<file path="src/verilog/socket_regs_pkg.sv">
// package: offsets, field positions and types of the socket register bank
package socket_regs_pkg;

    // register byte offsets
    localparam logic [7:0] OFF_EVENT   = 8'h00; // latched socket events
    localparam logic [7:0] OFF_ENABLE  = 8'h04; // interrupt enables
    localparam logic [7:0] OFF_LIVE    = 8'h08; // live socket state
    localparam logic [7:0] OFF_SIM     = 8'h0c; // event simulate
    localparam logic [7:0] OFF_CTRL    = 8'h10; // socket control
    localparam logic [7:0] OFF_RSV_LO  = 8'h14; // reserved span start
    localparam logic [7:0] OFF_RSV_HI  = 8'h1f; // reserved span end
    localparam logic [7:0] OFF_CLK     = 8'h20; // card clock control

    // event and enable field positions
    localparam int EV_PWR  = 3;                 // power cycle completed
    localparam int EV_CD2  = 2;                 // second card detect
    localparam int EV_CD1  = 1;                 // first card detect
    localparam int EV_CSTS = 0;                 // card status change
    localparam int EV_W    = 4;                 // implemented width

    // live state field positions
    localparam int LS_CAP3  = 29;               // socket supplies 3.3v
    localparam int LS_CAP5  = 28;               // socket supplies 5v
    localparam int LS_CARD3 = 11;               // card accepts 3.3v
    localparam int LS_CARD5 = 10;               // card accepts 5v
    localparam int LS_PWR   = 3;                // interface powered
    localparam int LS_CD2   = 2;                // second detect pin
    localparam int LS_CD1   = 1;                // first detect pin
    localparam int LS_CSTS  = 0;                // status change pin

    // reset values and codes
    localparam logic [31:0] EV_RESET  = 32'h0000_0000;
    localparam logic [3:0]  EN_RESET  = 4'h0;
    localparam logic [31:0] LS_RESET  = 32'h0000_0000;
    localparam logic [1:0]  EN_CD_ON  = 2'h3;   // both detect irqs on
    localparam logic [1:0]  SYNC_FILL = 2'h3;   // edges until live holds pins

    // socket pins as they arrive from the card connector
    typedef struct packed {
        logic cd1_n;                            // first card detect
        logic cd2_n;                            // second card detect
        logic cstschg;                          // card status change
        logic vs1;                              // voltage sense 1
        logic vs2;                              // voltage sense 2
    } card_pins_t;

endpackage : socket_regs_pkg

</file>
<file path="src/verilog/socket_event_regs.sv">
// socket event, interrupt enable and live state registers behind apb
//
// Function
// - fixed register offsets 00h to 20h
// - power cycle done sets event bit 3
// - second detect change sets event bit 2
// - first detect change sets event bit 1
// - status pin change sets event bit 0
// - event flags write-one-clear, zero after reset
// - event and enable registers reset to zero
// - latched events raise interrupt unless masked
// - enable bit 3 gates power cycle interrupt
// - enable bits 2:1 gate detect interrupts
// - masked detect changes still latch events
// - enable bit 0 gates status change interrupt
// - card removal clears enable bit 0
// - enable bits 31:4 read zero
// - live state read-only, resets zero
// - live bit 29 shows 3.3v supply
// - live bit 28 shows 5v supply
// - live bit 11 card accepts 3.3v
// - live bit 10 card accepts 5v
// - never apply 5v to cardbus card
// - live bit 0 shows status pin
// - live bits 2:1 show detect pins
// - live bit 3 shows interface powered
module socket_event_regs
(
    // clock and reset
    input  wire logic                          clk_sys,
    input  wire logic                          rstn,
    // apb slave
    input  wire logic [7:0]                    paddr,
    input  wire logic                          psel,
    input  wire logic                          penable,
    input  wire logic                          pwrite,
    input  wire logic [31:0]                   pwdata,
    output logic      [31:0]                   prdata,
    output logic                               pready,
    output logic                               pslverr,
    // card connector pins, asynchronous
    input  wire socket_regs_pkg::card_pins_t   pins,
    // power and card type from the socket logic, same clock
    input  wire logic                          pwr_cycle_done,
    input  wire logic                          pwr_is_up,
    input  wire logic                          sock_cap_3v3,
    input  wire logic                          sock_cap_5v,
    input  wire logic                          cardbus_card,
    input  wire logic                          vcc_5v_req,
    // socket outputs
    output logic                               status_irq,
    output logic                               vcc_5v_en
);

    socket_regs_pkg::card_pins_t pins_meta;    // first sync stage
    socket_regs_pkg::card_pins_t pins_sync;    // second sync stage
    logic [3:0]                  event_flags;  // latched events
    logic [3:0]                  irq_en;       // interrupt enables
    logic [31:0]                 live_state;   // live state register
    logic [31:0]                 next_live;    // live state to load
    logic                        primed;       // live compares real pins
    logic [1:0]                  warm;         // edges since reset release
    logic [3:0]                  ev_set;       // hardware event sets
    logic [3:0]                  ev_clr;       // software clears
    logic [3:0]                  irq_gate;     // enable per event
    logic                        removal;      // card left socket
    logic                        wr_acc;       // write access phase
    logic                        setup;        // setup phase

    // true when the bus address hits the given register
    function automatic logic hit(input logic [7:0] a,
                                 input logic [7:0] off);
        hit = (a == off);
    endfunction : hit

    // true for any word address inside the register space
    function automatic logic mapped(input logic [7:0] a);
        mapped = (a <= socket_regs_pkg::OFF_CLK) && (a[1:0] == 2'h0);
    endfunction : mapped

    // card voltage from sense and detect pins: {3.3v, 5v}
    function automatic logic [1:0] card_volts(
        input socket_regs_pkg::card_pins_t p);
        logic present;
        present = ~p.cd1_n & ~p.cd2_n;
        card_volts = {present & ~p.vs1, present & p.vs2};
    endfunction : card_volts

    // bus phase decode; zero wait states
    assign setup   = psel & ~penable;
    assign wr_acc  = psel & penable & pwrite;
    assign pready  = psel & penable;

    // two-stage synchroniser for the connector pins
    always_ff @(posedge clk_sys)
    begin
        if (!rstn)
        begin
            pins_meta <= '0;
            pins_sync <= '0;
        end
        else
        begin
            pins_meta <= pins;
            pins_sync <= pins_meta;
        end
    end

    // assemble live state; reserved bits stay zero
    always_comb
    begin
        logic [1:0] volts;
        volts     = card_volts(pins_sync);
        next_live = socket_regs_pkg::LS_RESET;
        next_live[socket_regs_pkg::LS_CAP3]  = sock_cap_3v3;
        next_live[socket_regs_pkg::LS_CAP5]  = sock_cap_5v;
        next_live[socket_regs_pkg::LS_CARD3] = volts[1];
        // 5v never offered for a cardbus card
        next_live[socket_regs_pkg::LS_CARD5] =
            volts[0] & ~cardbus_card;
        next_live[socket_regs_pkg::LS_PWR]   = pwr_is_up;
        next_live[socket_regs_pkg::LS_CD2]   = pins_sync.cd2_n;
        next_live[socket_regs_pkg::LS_CD1]   = pins_sync.cd1_n;
        next_live[socket_regs_pkg::LS_CSTS]  = pins_sync.cstschg;
    end

    // live state register; bus writes never reach it
    always_ff @(posedge clk_sys)
    begin
        if (!rstn)
            live_state <= socket_regs_pkg::LS_RESET;
        else
            live_state <= next_live;
    end

    // primed stays low until live holds synchronised pins; without it
    // the jump from the reset word to the first real pins reads as events
    always_ff @(posedge clk_sys)
    begin
        if (!rstn)
            warm <= 2'h0;
        else if (warm != socket_regs_pkg::SYNC_FILL)
            warm <= 2'(warm + 2'h1);
    end

    // high once two synchronised live words are compared
    assign primed = (warm == socket_regs_pkg::SYNC_FILL);

    // hardware event sets: power pulse, and pin changes against the previous live value
    always_comb
    begin
        ev_set = 4'h0;
        ev_set[socket_regs_pkg::EV_PWR]  = pwr_cycle_done;
        ev_set[socket_regs_pkg::EV_CD2]  = primed &
            (next_live[socket_regs_pkg::LS_CD2] !=
             live_state[socket_regs_pkg::LS_CD2]);
        ev_set[socket_regs_pkg::EV_CD1]  = primed &
            (next_live[socket_regs_pkg::LS_CD1] !=
             live_state[socket_regs_pkg::LS_CD1]);
        ev_set[socket_regs_pkg::EV_CSTS] = primed &
            (next_live[socket_regs_pkg::LS_CSTS] !=
             live_state[socket_regs_pkg::LS_CSTS]);
    end

    // a detect pin rising means the card was pulled out
    assign removal = primed &
        ((next_live[socket_regs_pkg::LS_CD1] &
          ~live_state[socket_regs_pkg::LS_CD1]) |
         (next_live[socket_regs_pkg::LS_CD2] &
          ~live_state[socket_regs_pkg::LS_CD2]));

    // software clear mask from a write of ones
    assign ev_clr = (wr_acc && hit(paddr, socket_regs_pkg::OFF_EVENT)) ?
                    pwdata[3:0] : 4'h0;

    // event flags: set wins over a clear in the same cycle
    always_ff @(posedge clk_sys)
    begin
        if (!rstn)
            event_flags <= socket_regs_pkg::EV_RESET[3:0];
        else
            event_flags <= (event_flags & ~ev_clr) | ev_set;
    end

    // interrupt enables; removal clears bit 0 over any write
    always_ff @(posedge clk_sys)
    begin
        if (!rstn)
            irq_en <= socket_regs_pkg::EN_RESET;
        else
        begin
            if (wr_acc && hit(paddr, socket_regs_pkg::OFF_ENABLE))
                irq_en <= pwdata[3:0];
            if (removal)
                irq_en[socket_regs_pkg::EV_CSTS] <= 1'b0;
        end
    end

    // per-event gate; detect pair opens only on code 11
    always_comb
    begin
        logic cd_on;
        cd_on = (irq_en[2:1] == socket_regs_pkg::EN_CD_ON);
        irq_gate = {irq_en[socket_regs_pkg::EV_PWR],
                    cd_on, cd_on,
                    irq_en[socket_regs_pkg::EV_CSTS]};
    end

    // status changed interrupt, registered
    always_ff @(posedge clk_sys)
    begin
        if (!rstn)
            status_irq <= 1'b0;
        else
            status_irq <= |(event_flags & irq_gate);
    end

    // 5v switch: only for a card that accepts 5v and is not cardbus
    always_ff @(posedge clk_sys)
    begin
        if (!rstn)
            vcc_5v_en <= 1'b0;
        else
            vcc_5v_en <= vcc_5v_req & ~cardbus_card &
                         next_live[socket_regs_pkg::LS_CARD5];
    end

    // read data captured in setup, stands through the access phase
    always_ff @(posedge clk_sys)
    begin
        if (!rstn)
            prdata <= 32'h0000_0000;
        else if (setup)
        begin
            if (hit(paddr, socket_regs_pkg::OFF_EVENT))
                prdata <= {28'h0000_000, event_flags};
            else if (hit(paddr, socket_regs_pkg::OFF_ENABLE))
                prdata <= {28'h0000_000, irq_en};
            else if (hit(paddr, socket_regs_pkg::OFF_LIVE))
                prdata <= live_state;
            else
                prdata <= 32'h0000_0000;
        end
    end

    // error for addresses outside the register space
    always_ff @(posedge clk_sys)
    begin
        if (!rstn)
            pslverr <= 1'b0;
        else if (setup)
            pslverr <= !mapped(paddr);
    end
endmodule : socket_event_regs

</file>
<file path="config.mk">
export PLATFORM = sky130hd
export DESIGN_NAME = socket_event_regs
export DESIGN_NICKNAME = d
export VERILOG_FILES = /design/src/verilog/socket_regs_pkg.sv /design/src/verilog/socket_event_regs.sv
export SDC_FILE = /design/constraint.sdc
export NUM_CORES = 1
export LEC_CHECK = 0
export BUFFER_PORTS_ARGS = -buffer_cell sky130_fd_sc_hd__clkbuf_2
export CAP_MARGIN = 20
export CORE_MARGIN = 5
export CORE_UTILIZATION = 47
export CTS_BUF_LIST = sky130_fd_sc_hd__clkbuf_4 sky130_fd_sc_hd__clkbuf_8 sky130_fd_sc_hd__clkbuf_16
export DETAILED_ROUTE_END_ITERATION = 7
export HOLD_SLACK_MARGIN = 0.05
export PLACE_DENSITY = 0.84
export SLEW_MARGIN = 20
export SYNTH_ARGS = -nofsm -noshare
export SYNTH_HDL_FRONTEND = slang
export SYNTH_SLANG_ARGS = --single-unit
export TNS_END_PERCENT = 1
</file>
<file path="constraint.sdc">
create_clock -name clk_sys -period 3.6 [get_ports clk_sys]
set_input_delay 0.36 -clock clk_sys [delete_from_list [all_inputs] [get_ports clk_sys]]
set_output_delay 0.36 -clock clk_sys [all_outputs]
set_load 0.03 [all_outputs]
</file>
==> impl_metrics.tcl, run 1 <==
set metrics [dict create \
    finalWorstPathRequiredPeriod_ns 1.627 \
    status "complete, no violations" \
    drt-pass1-iter-count 4 \
    hold_viol_final 0 \
    rrSetupSlack_ns 2.35 \
    setup_slack_ns 1.973 \
    diodes 0 \
    ir_worst_vdd_mv 0.2772 \
    slew_viol_final 0 \
    layout.area.seq_um2 780.7 \
    antenna_found_initial 0 \
    min_to "live_state[10]$_SDFF_PN0_" \
    syn_avg_cell_area_um2 9.562 \
    timing.rr.start "next_live[2]$_SDFF_PN0_" \
    hpwl_um 2349 \
    netlist_area_um2 1683 \
    wl_per_cell_um 11.80 \
    ant_nets 0 \
    layout_common_cells "dfxtp_1 (39), clkbuf_2 (39), conb_1 (24)" \
    num_rows 21 \
    final_nets 273 \
    finalSetupTns_ns 0 \
    areaGrowthSynthToFinish_pct 13.01 \
    hold_path_class "in2reg" \
    core_area_um2 3390 \
    ctsResizeCount 0 \
    cts_tree "yes" \
    synth_cells 176 \
    htree_levels 2 \
    cp-end-kind "register" \
    yosysSeqAreaShare 0.4639 \
    drt_iter0_markers 54 \
    vias 1233 \
    synthDistinctLibCells 34 \
    cp.required_ns 3.80 \
    path_class "in2reg" \
    cellLeakagePower_nw 0.8456 \
    post-route-period-util 0.4521 \
    r2r-end "vcc_5v_en$_SDFF_PN0_" \
    clock_sinks 39 \
    grt_max_degree 43 \
    ys_ff_latch 39 \
    drc 0 \
    layout-drive-gt1-share 0.2465 \
    fillers 316 \
    hold_depth 2 \
    ioPinCount 92 \
    cts_root_buf "clkbuf_4" \
    die_area_um2 4877 \
    critPathLaunchType "input pin" \
    via_per_inst 4.724 \
    gp_congestion 0.7586 \
    grt_pass1_wl_um 5071 \
    cp_data_arrival_time_ns 1.82 \
    place_ws_ns 1.583 \
    gr-total-overflow 0 \
    power-per-cell-area_nw_per_um2 453.9 \
    cts_made_buffers 5 \
    reg2reg_depth 3 \
    clock_latency_ns 0.34 \
    ys.warnings.count 0 \
    slew_headroom 0.5145 \
    cp_max_fo 5 \
    die_h_um 69.84 \
    port_buffers 39 \
    maxCapViolCount 0 \
    cts.clk_slew.worst_paths_ns 0.11 \
    max_freq_ghz 0.6144 \
    setup_viol 0 \
    rsz0062_at_grt "no" \
    async_reset_ff_frac 0 \
    postCtsSetupBuffers 0 \
    skew_ns 0.007029 \
    multi_input_area_um2 763.2 \
    hold_buffers 0 \
    worstHoldStart "cardbus_card" \
    die_w_um 69.84 \
    initial_core_util 0.4965 \
    totalWireLength_um 3079 \
    tightest_slew_ns 0.7215 \
    grt_pass1_vias 1148 \
    gr-usage-all-layers 0.1276 \
    synth_flop_cell "dfxtp_1" \
    synth_edf_count 0 \
    cts_buffer_depth 2 \
]
[power breakdown]
part	switching (W)	total (W)	internal, W
Sequential	0.00000788	0.000456	0.000448
Clock	0.000139	0.000303	0.000164
Combinational	0.0000708	0.000104	0.0000335
[cell usage after synthesis (2+ instances only)]
library cell / number / area share
clkbuf_1: 6 / 0.013
nand4_1: 4 / 0.015
nor2_1: 3 / 0.0067
nand3_1: 10 / 0.030
inv_1: 5 / 0.011
a21oi_1: 6 / 0.018
buf_4: 24 / 0.11
ha_1: 3 / 0.022
nor2b_1: 6 / 0.022
a2bb2oi_1: 4 / 0.021
o21ai_0: 8 / 0.024
or2_2: 2 / 0.0074
or4_4: 2 / 0.013
o21ai_1: 4 / 0.012
nand2_1: 6 / 0.013
dfxtp_1: 39 / 0.46
xor2_1: 2 / 0.010
and2_1: 18 / 0.067
mux2i_1: 9 / 0.054
[how the worst max path moves through the flow]
stage	slack [ns]	end	start
after floorplan	1.95	event_flags[0]$_SDFF_PN0_	paddr[1]
after CTS	1.96	event_flags[0]$_SDFF_PN0_	paddr[1]
after detailed placement	1.58	event_flags[0]$_SDFF_PN0_	paddr[1]
final	1.97	event_flags[0]$_SDFF_PN0_	paddr[1]
after global routing	1.84	event_flags[1]$_SDFF_PN0_	paddr[1]
after global placement	1.58	event_flags[0]$_SDFF_PN0_	paddr[1]
[critical path: stages]
cell,delay (ns)
clkbuf_2,0.08
or4_4,0.57
nor4_1,0.66
a211oi_1,0.15
[flip-flops by register name, summed over array words and instances, names as in the netlist]
| register | cells |
|---|---|
| status_irq | 1 |
| live_state | 8 |
| irq_en | 4 |
| warm | 2 |
| prdata | 8 |
| pslverr | 1 |
| vcc_5v_en | 1 |
| next_live | 3 |
| event_flags | 4 |
| pins_sync | 2 |
| pins_meta | 5 |
[logic make-up (layout without fill, tap and decap cells)]
group / Yosys count / count (layout) / share of synthesized area
xor gates and xnor gates: 2 / 2 / 0.01041
other: 1 / 24 / 0.002228
muxes: 9 / 9 / 0.05353
adders and majority gates: 3 / 3 / 0.02231
buffers and inverters: 36 / 52 / 0.1338
AOI/OAI and AO/OA: 28 / 28 / 0.1004
and+or+nand+nor: 58 / 58 / 0.2134
DFF: 39 / 39 / 0.4639
[area by class of cell]
type	instances	area share
Tap cell	46	0.03026
Multi-Input combinational cell	124	0.4013
Timing Repair Buffer	39	0.1026
Sequential cell	39	0.4105
Clock inverter	2	0.01842
Clock buffer	6	0.02697
Inverter	5	0.009868
[metrics by stage]
stage                     power [W]    util  hold WS (ns)  area (um2)  cells
after floorplan           0.0005626       -        0.3671        1769    199
after global placement    0.0005660  0.5356        0.3711        1815    253
after detailed placement  0.0005690  0.5356        0.3843        1815    253
after CTS                 0.0008707  0.5611        0.1681        1902    261
after global routing      0.0009026  0.5611        0.1855        1902    261
final                     0.0008632  0.5611        0.1776        1902    261
[layer usage]
layer	global-route usage	wire length (um)	vias up
met5	0	0	-
li1	-	-	628
met1	0.1446	1255	563
met2	0.2172	1546	35
met4	0.05106	50	0
met3	0.04493	226	7
Power figures use the tool's default switching activity.
==> inputs of run 2 (changes only) <==
- CORE_UTILIZATION: 47 -> 44
- PLACE_DENSITY: 0.84 -> 0.79
- clock period: 3.6 -> 1.5 ns (I/O delays scaled with it)
==> run 2 against run 1 <==
Effect of this change: register-to-register slack worse by 2.1 ns; clock power rose to 3.4 times the previous value; wire length increased by 1.9%; count of clock-buffer cells in the layout fell by 1; critical path depth is the same; combinational power rose to 2.5 times the previous value; clock skew is 0.0050 ns lower; die area increased by 5.8%; final area up 6.4%; critical endpoint is now prdata[2]$_SDFFE_PN0P_; largest cell class unchanged; highest routed layer unchanged.
==> impl_metrics.tcl, run 2 (synthesis results as in run 1) <==
set metrics [dict create \
    ioPinCount 92 \
    multi_input_area_um2 763.2 \
    cts_buffer_depth 2 \
    grt_most_used_layer "met2" \
    die_h_um 71.85 \
    cellLeakagePower_nw 0.8986 \
    layout.area.seq_um2 780.7 \
    wl_per_cell_um 11.58 \
    htree_levels 2 \
    ir_worst_vdd_mv 0.6445 \
    rrSetupSlack_ns 0.25 \
    critPathLaunchType "input pin" \
    grt_pass1_wl_um 5009 \
    cp_max_fo 5 \
    cp.required_ns 1.72 \
    timing.critical_path.mode_cell "or4_4" \
    hpwl_um 2402 \
    diodes 0 \
    crit_path_cell_trace "clkbuf_2 > or4_4 > or4_4 > o21ai_1" \
    hold_viol_final 0 \
    power-per-cell-area_nw_per_um2 1177 \
    num_rows 22 \
    rsz0062_at_grt "no" \
    tightest_slew_ns 0.5105 \
    maxCapViolCount 0 \
    final_nets 281 \
    cp_top_family "simple AND/OR/NAND/NOR gates" \
    cp_data_arrival_time_ns 1.47 \
    clock_sinks 39 \
    gr-total-overflow 0 \
    totalWireLength_um 3137 \
    drc 0 \
    ctsResizeCount 0 \
    die_w_um 71.85 \
    globalRouteMet1Util 0.1315 \
    drt-pass1-iter-count 4 \
    hold_path_class "in2reg" \
    hold_depth 2 \
    cts.clk_slew.worst_paths_ns 0.08 \
    final_util 0.5488 \
    fillers 332 \
    areaGrowthSynthToFinish_pct 20.30 \
    ant_nets 0 \
    core_area_um2 3689 \
    setup_viol 0 \
    port_buffers 39 \
    use_met2 0.2204 \
    cts_tree "yes" \
    clock_latency_ns 0.29 \
    r2r-end "vcc_5v_en$_SDFF_PN0_" \
    dp_cells 259 \
    post-route-period-util 0.8333 \
    die_area_um2 5162 \
    cp_num_buf_inv 1 \
    layout-drive-gt1-share 0.2556 \
    grt_max_degree 31 \
    slew_headroom 0.6590 \
    worstHoldStart "pins[3]" \
    skew_ns 0.002057 \
    antenna_found_initial 0 \
    setup_slack_ns 0.2500 \
    initial_core_util 0.4562 \
    min_to "pins_meta[3]$_SDFF_PN0_" \
    slew_viol_final 0 \
    finalWorstPathRequiredPeriod_ns 1.250 \
    reg_top3 "live_state x8, prdata x8, pins_meta x5" \
    cpMaxStageDelayCell "or4_4" \
    grt_pass1_vias 1174 \
    cts_made_buffers 5 \
    cp-end-kind "register" \
    vias 1257 \
    max_freq_ghz 0.8000 \
    timing.rr.start "next_live[2]$_SDFF_PN0_" \
    stdcell_count 271 \
    status "complete, no violations" \
    reg2reg_depth 3 \
    met3_usage 0.05470 \
    critPathMaxStageDelay_ns 0.57 \
    cts_root_buf "clkbuf_8" \
    layout_common_cells "dfxtp_1 (39), clkbuf_2 (39), conb_1 (24)" \
    gr-usage-all-layers 0.1232 \
    gp_congestion 0.7956 \
    drt_iter0_markers 96 \
    place_ws_ns -0.06239 \
    via_per_inst 4.638 \
    path_class "in2reg" \
]
## run 2: cell types whose count changed in the layout (fill, tap and decap cells not counted), sizes merged
cell	before	now
bufinv	1	2
clkinv	1	0
clkinvlp	0	1
dlygate4sd3	0	4
buf	0	4
clkbuf	45	44
## run 2: worst max path at each step
stage | start | to | slack [ns] | cells past startpoint
after CTS | next_live[2]$_SDFF_PN0_ | vcc_5v_en$_SDFF_PN0_ | 0.23 | 3
after global placement | paddr[1] | prdata[1]$_SDFFE_PN0P_ | -0.03 | 4
after global routing | next_live[2]$_SDFF_PN0_ | vcc_5v_en$_SDFF_PN0_ | 0.15 | 3
after floorplan | paddr[1] | event_flags[0]$_SDFF_PN0_ | 0.06 | 3
after detailed placement | paddr[1] | prdata[2]$_SDFFE_PN0P_ | -0.06 | 4
final | paddr[1] | prdata[2]$_SDFFE_PN0P_ | 0.25 | 4
## run 2: where the power goes
group          switching (W)  leakage, nW  internal, W
combinational       0.000173        0.515    0.0000899
sequential         0.0000177        0.319      0.00107
clock               0.000365       0.0644     0.000663
total               0.000555        0.899      0.00183
## run 2: stage by stage
| stage | total power [W] | hold slack, ns | instance area, um2 | setup TNS, ns |
|---|---|---|---|---|
| after CTS | 0.002402 | 0.05058 | 2014 | 0 |
| after floorplan | 0.001350 | 0.2335 | 1769 | 0 |
| final | 0.002383 | 0.05982 | 2024 | 0 |
| after global routing | 0.002472 | 0.05411 | 2024 | 0 |
| after global placement | 0.001363 | 0.3323 | 1848 | -0.1077 |
| after detailed placement | 0.001371 | 0.3334 | 1848 | -0.1616 |
## run 2: repair_timing
item | in CTS | in global routing
hold buffers | 3 | 1
setup buffers | 0 | 0
hold endpoints to repair | 3 | 1
## run 2: routing by layer
| metal | vias up | routed length [um] |
|---|---|---|
| met3 | 4 | 265 |
| met1 | 576 | 1255 |
| met2 | 36 | 1589 |
| li1 | 641 | - |
| met5 | - | 0 |
| met4 | 0 | 27 |
## run 2: worst reg2reg max path: cells and delay by family, from the launching register on
kind / cells / cell delay, ns
DFF: 1 / 0.32
and+or+nand+nor: 3 / 0.87
## run 2: final cells by class
cell class                      count  share of cell area
Clock inverter                      3             0.03337
Timing Repair Buffer               47              0.1310
Sequential cell                    39              0.3857
Tap cell                           48             0.02967
Multi-Input combinational cell    124              0.3770
Clock buffer                        5             0.03399
Inverter                            5            0.009271
==> inputs of run 3 (changes only) <==
- ABC_AREA: unset -> 1
- CORE_UTILIZATION: 44 -> 41
- PLACE_DENSITY: 0.79 -> 0.76
- clock period: 1.5 -> 1.1 ns (I/O delays scaled with it)
==> run 3 against run 2 <==
Effect of this change: critical path depth unchanged; final area is 11% higher; clock skew up 0.0029 ns; register-to-register slack worse by 0.20 ns.
==> impl_metrics.tcl, run 3 <==
set metrics [dict create \
    status "complete, no violations" \
    multi_input_area_um2 763.2 \
    initial_core_util 0.4178 \
    num_rows 24 \
    power-per-cell-area_nw_per_um2 1287 \
    syn_avg_cell_area_um2 7.788 \
    whs_ns 0.09350 \
    maxCapViolCount 0 \
    yosysSeqAreaShare 0.4321 \
    totalWireLength_um 3527 \
    cp.required_ns 1.33 \
    ant_nets 0 \
    setup_viol 0 \
    gr-total-overflow 0 \
    synth_flop_cell "dfxtp_1" \
    die_area_um2 5834 \
    worstHoldStart "pwdata[0]" \
    cts_buffer_depth 2 \
    grt_max_degree 17 \
    synth_compound_area_frac 0.09972 \
    finalPower_w 0.002883 \
    stdcell_count 347 \
    cp_num_buf_inv 1 \
    grt_pass1_vias 1450 \
    die_h_um 76.38 \
    finalWorstPathRequiredPeriod_ns 1.048 \
    core_area_um2 4324 \
    post-route-period-util 0.9529 \
    cts_made_buffers 5 \
    path_class "reg2reg" \
    cts_tree "yes" \
    port_buffers 39 \
    fillers 439 \
    gp_congestion 0.8256 \
    diodes 0 \
    via_per_inst 4.248 \
    yosys.area.top_type "dfxtp_1" \
    htree_levels 2 \
    synth_mux_area_frac 0 \
    ioPinCount 92 \
    die_w_um 76.38 \
    grt_pass1_wl_um 5975 \
    synth_cells 232 \
    areaGrowthSynthToFinish_pct 23.96 \
    cp_data_arrival_time_ns 1.28 \
    ys_ff_latch 39 \
    drc 0 \
    layout-drive-gt1-share 0.2847 \
    crit_path_cell_trace "inv_1 > ha_1 > or2_4 > a21oi_2" \
    layout_common_cells "nand2_1 (40), clkbuf_2 (39), inv_1 (37)" \
    cp-end-kind "register" \
    hold_path_class "in2reg" \
    timing.rr.start "live_state[1]$_SDFF_PN0_" \
    rsz0062_at_grt "no" \
    synth_common_cells "nand2_1 (40), dfxtp_1 (39), inv_1 (38)" \
    setup_slack_ns 0.05176 \
    clock_latency_ns 0.29 \
    cts.clk_slew.worst_paths_ns 0.07 \
    place_ws_ns -0.02870 \
    cts_root_buf "clkbuf_8" \
    met3_usage 0.05437 \
    drt-pass1-iter-count 4 \
    final_nets 353 \
    synth_top_family_by_area "simple AND/OR/NAND/NOR gates" \
    max_freq_ghz 0.9540 \
    synth_area_leaders "dfxtp_1 (43%), buf_4 (10%), nand2_1 (8.3%)" \
    netlist_area_um2 1807 \
    synthDistinctLibCells 31 \
    hold_viol_final 0 \
    cp_top_family "flip-flops" \
    synthSimpleGateAreaFrac 0.2403 \
    grt_most_used_layer "met2" \
    cpMaxStageDelayCell "dfxtp_2" \
    globalRouteMet1Util 0.1151 \
    ys.warnings.count 0 \
    clock_sinks 39 \
    synth_fa_ha_area_frac 0.02078 \
    critPathLaunchType "register" \
    cellLeakagePower_nw 1.168 \
    antenna_found_initial 0 \
    crit_start "live_state[1]$_SDFF_PN0_" \
    synth_edf_count 0 \
    cp_max_fo 2 \
    use_met2 0.2432 \
    vias 1474 \
    wl_per_cell_um 10.16 \
    critPathMaxStageDelay_ns 0.33 \
    reg_top3 "live_state x8, prdata x8, pins_meta x5" \
    ir_worst_vdd_mv 0.5477 \
    gr-usage-all-layers 0.1266 \
    synth_most_common_cell "nand2_1" \
    dp_cells 326 \
    async_reset_ff_frac 0 \
    skew_ns 0.004943 \
    layout_commonest_cell "nand2_1" \
    rrSetupSlack_ns 0.05 \
    synth.top_cell.area_share 0.4321 \
    synth_xor_area_frac 0.004848 \
    layout.area.seq_um2 785.8 \
    hpwl_um 2726 \
    slew_viol_final 0 \
    drt_iter0_markers 79 \
]
run 3: cell count changes in the layout (fill, tap and decap cells not counted), moves of 6 or more:
cell,before,now
dlygate4sd3_1,4,11
nor2b_1,6,0
inv_1,5,37
nor2_1,3,11
mux2i_1,9,0
and2_1,18,1
nand2_1,6,40
buf_4,4,10
a21oi_1,6,15
a21oi_2,0,6
nand3_1,10,20
run 3: power breakdown:
| part | internal, W | switching [W] |
|---|---|---|
| Sequential | 0.00148 | 0.0000306 |
| Combinational | 0.000150 | 0.000275 |
| Clock | 0.000494 | 0.000458 |
| Total | 0.00212 | 0.000764 |
run 3: cells by family after synthesis:
| group | after synthesis |
|---|---|
| compound gates | 32 |
| simple gates | 87 |
| fa+ha+maj | 3 |
| buf+inv | 69 |
| other cells | 1 |
| flops | 39 |
| xor+xnor | 1 |
run 3: worst paths after layout:
check                                                  to  cells past startpoint
worst max-delay path            event_flags[1]$_SDFF_PN0_                      4
worst min-delay path               irq_en[0]$_SDFFE_PP0P_                      3
worst max register to register  event_flags[1]$_SDFF_PN0_                      4
worst min register to register  live_state[11]$_SDFF_PN0_                      1
run 3: tightest hold or removal path: cells and delay by family:
kind | cells | cell delay (ns)
buffers and inverters | 1 | 0.09
and+or+nand+nor | 1 | 0.08
AOI/OAI and AO/OA | 1 | 0.06
run 3: metrics by stage:
stage	instance area [um2]	utilization	setup TNS, ns
global route	2240	0.5179	0
CTS	2221	0.5136	0
global placement	2008	0.4644	0
floorplan	1893	-	0
detailed placement	2008	0.4644	-0.05651
finish	2240	0.5179	0
run 3: timing repair:
action / in CTS / in global routing
setup buffers: 1 / 1
resized for setup: 4 / 5
pin swaps: 3 / 1
hold buffers: 11 / 0
setup endpoints to repair: 2 / 3
endpoints found under the hold margin: 11 / 0
run 3: layer usage:
| metal | up-vias | part of all wire |
|---|---|---|
| met1 | 637 | 0.37 |
| met3 | 7 | 0.067 |
| met5 | - | 0 |
| met2 | 37 | 0.54 |
| li1 | 793 | - |
| met4 | 0 | 0.022 |
run 3: area by class of cell:
type                       instances  share of cell area
multi-input combinational        147              0.3408
tap                               52             0.02905
clock buffer                       7             0.03743
inverter                          41             0.06983
sequential                        39              0.3508
timing repair buffer              60              0.1698
clock inverter                     1            0.002235
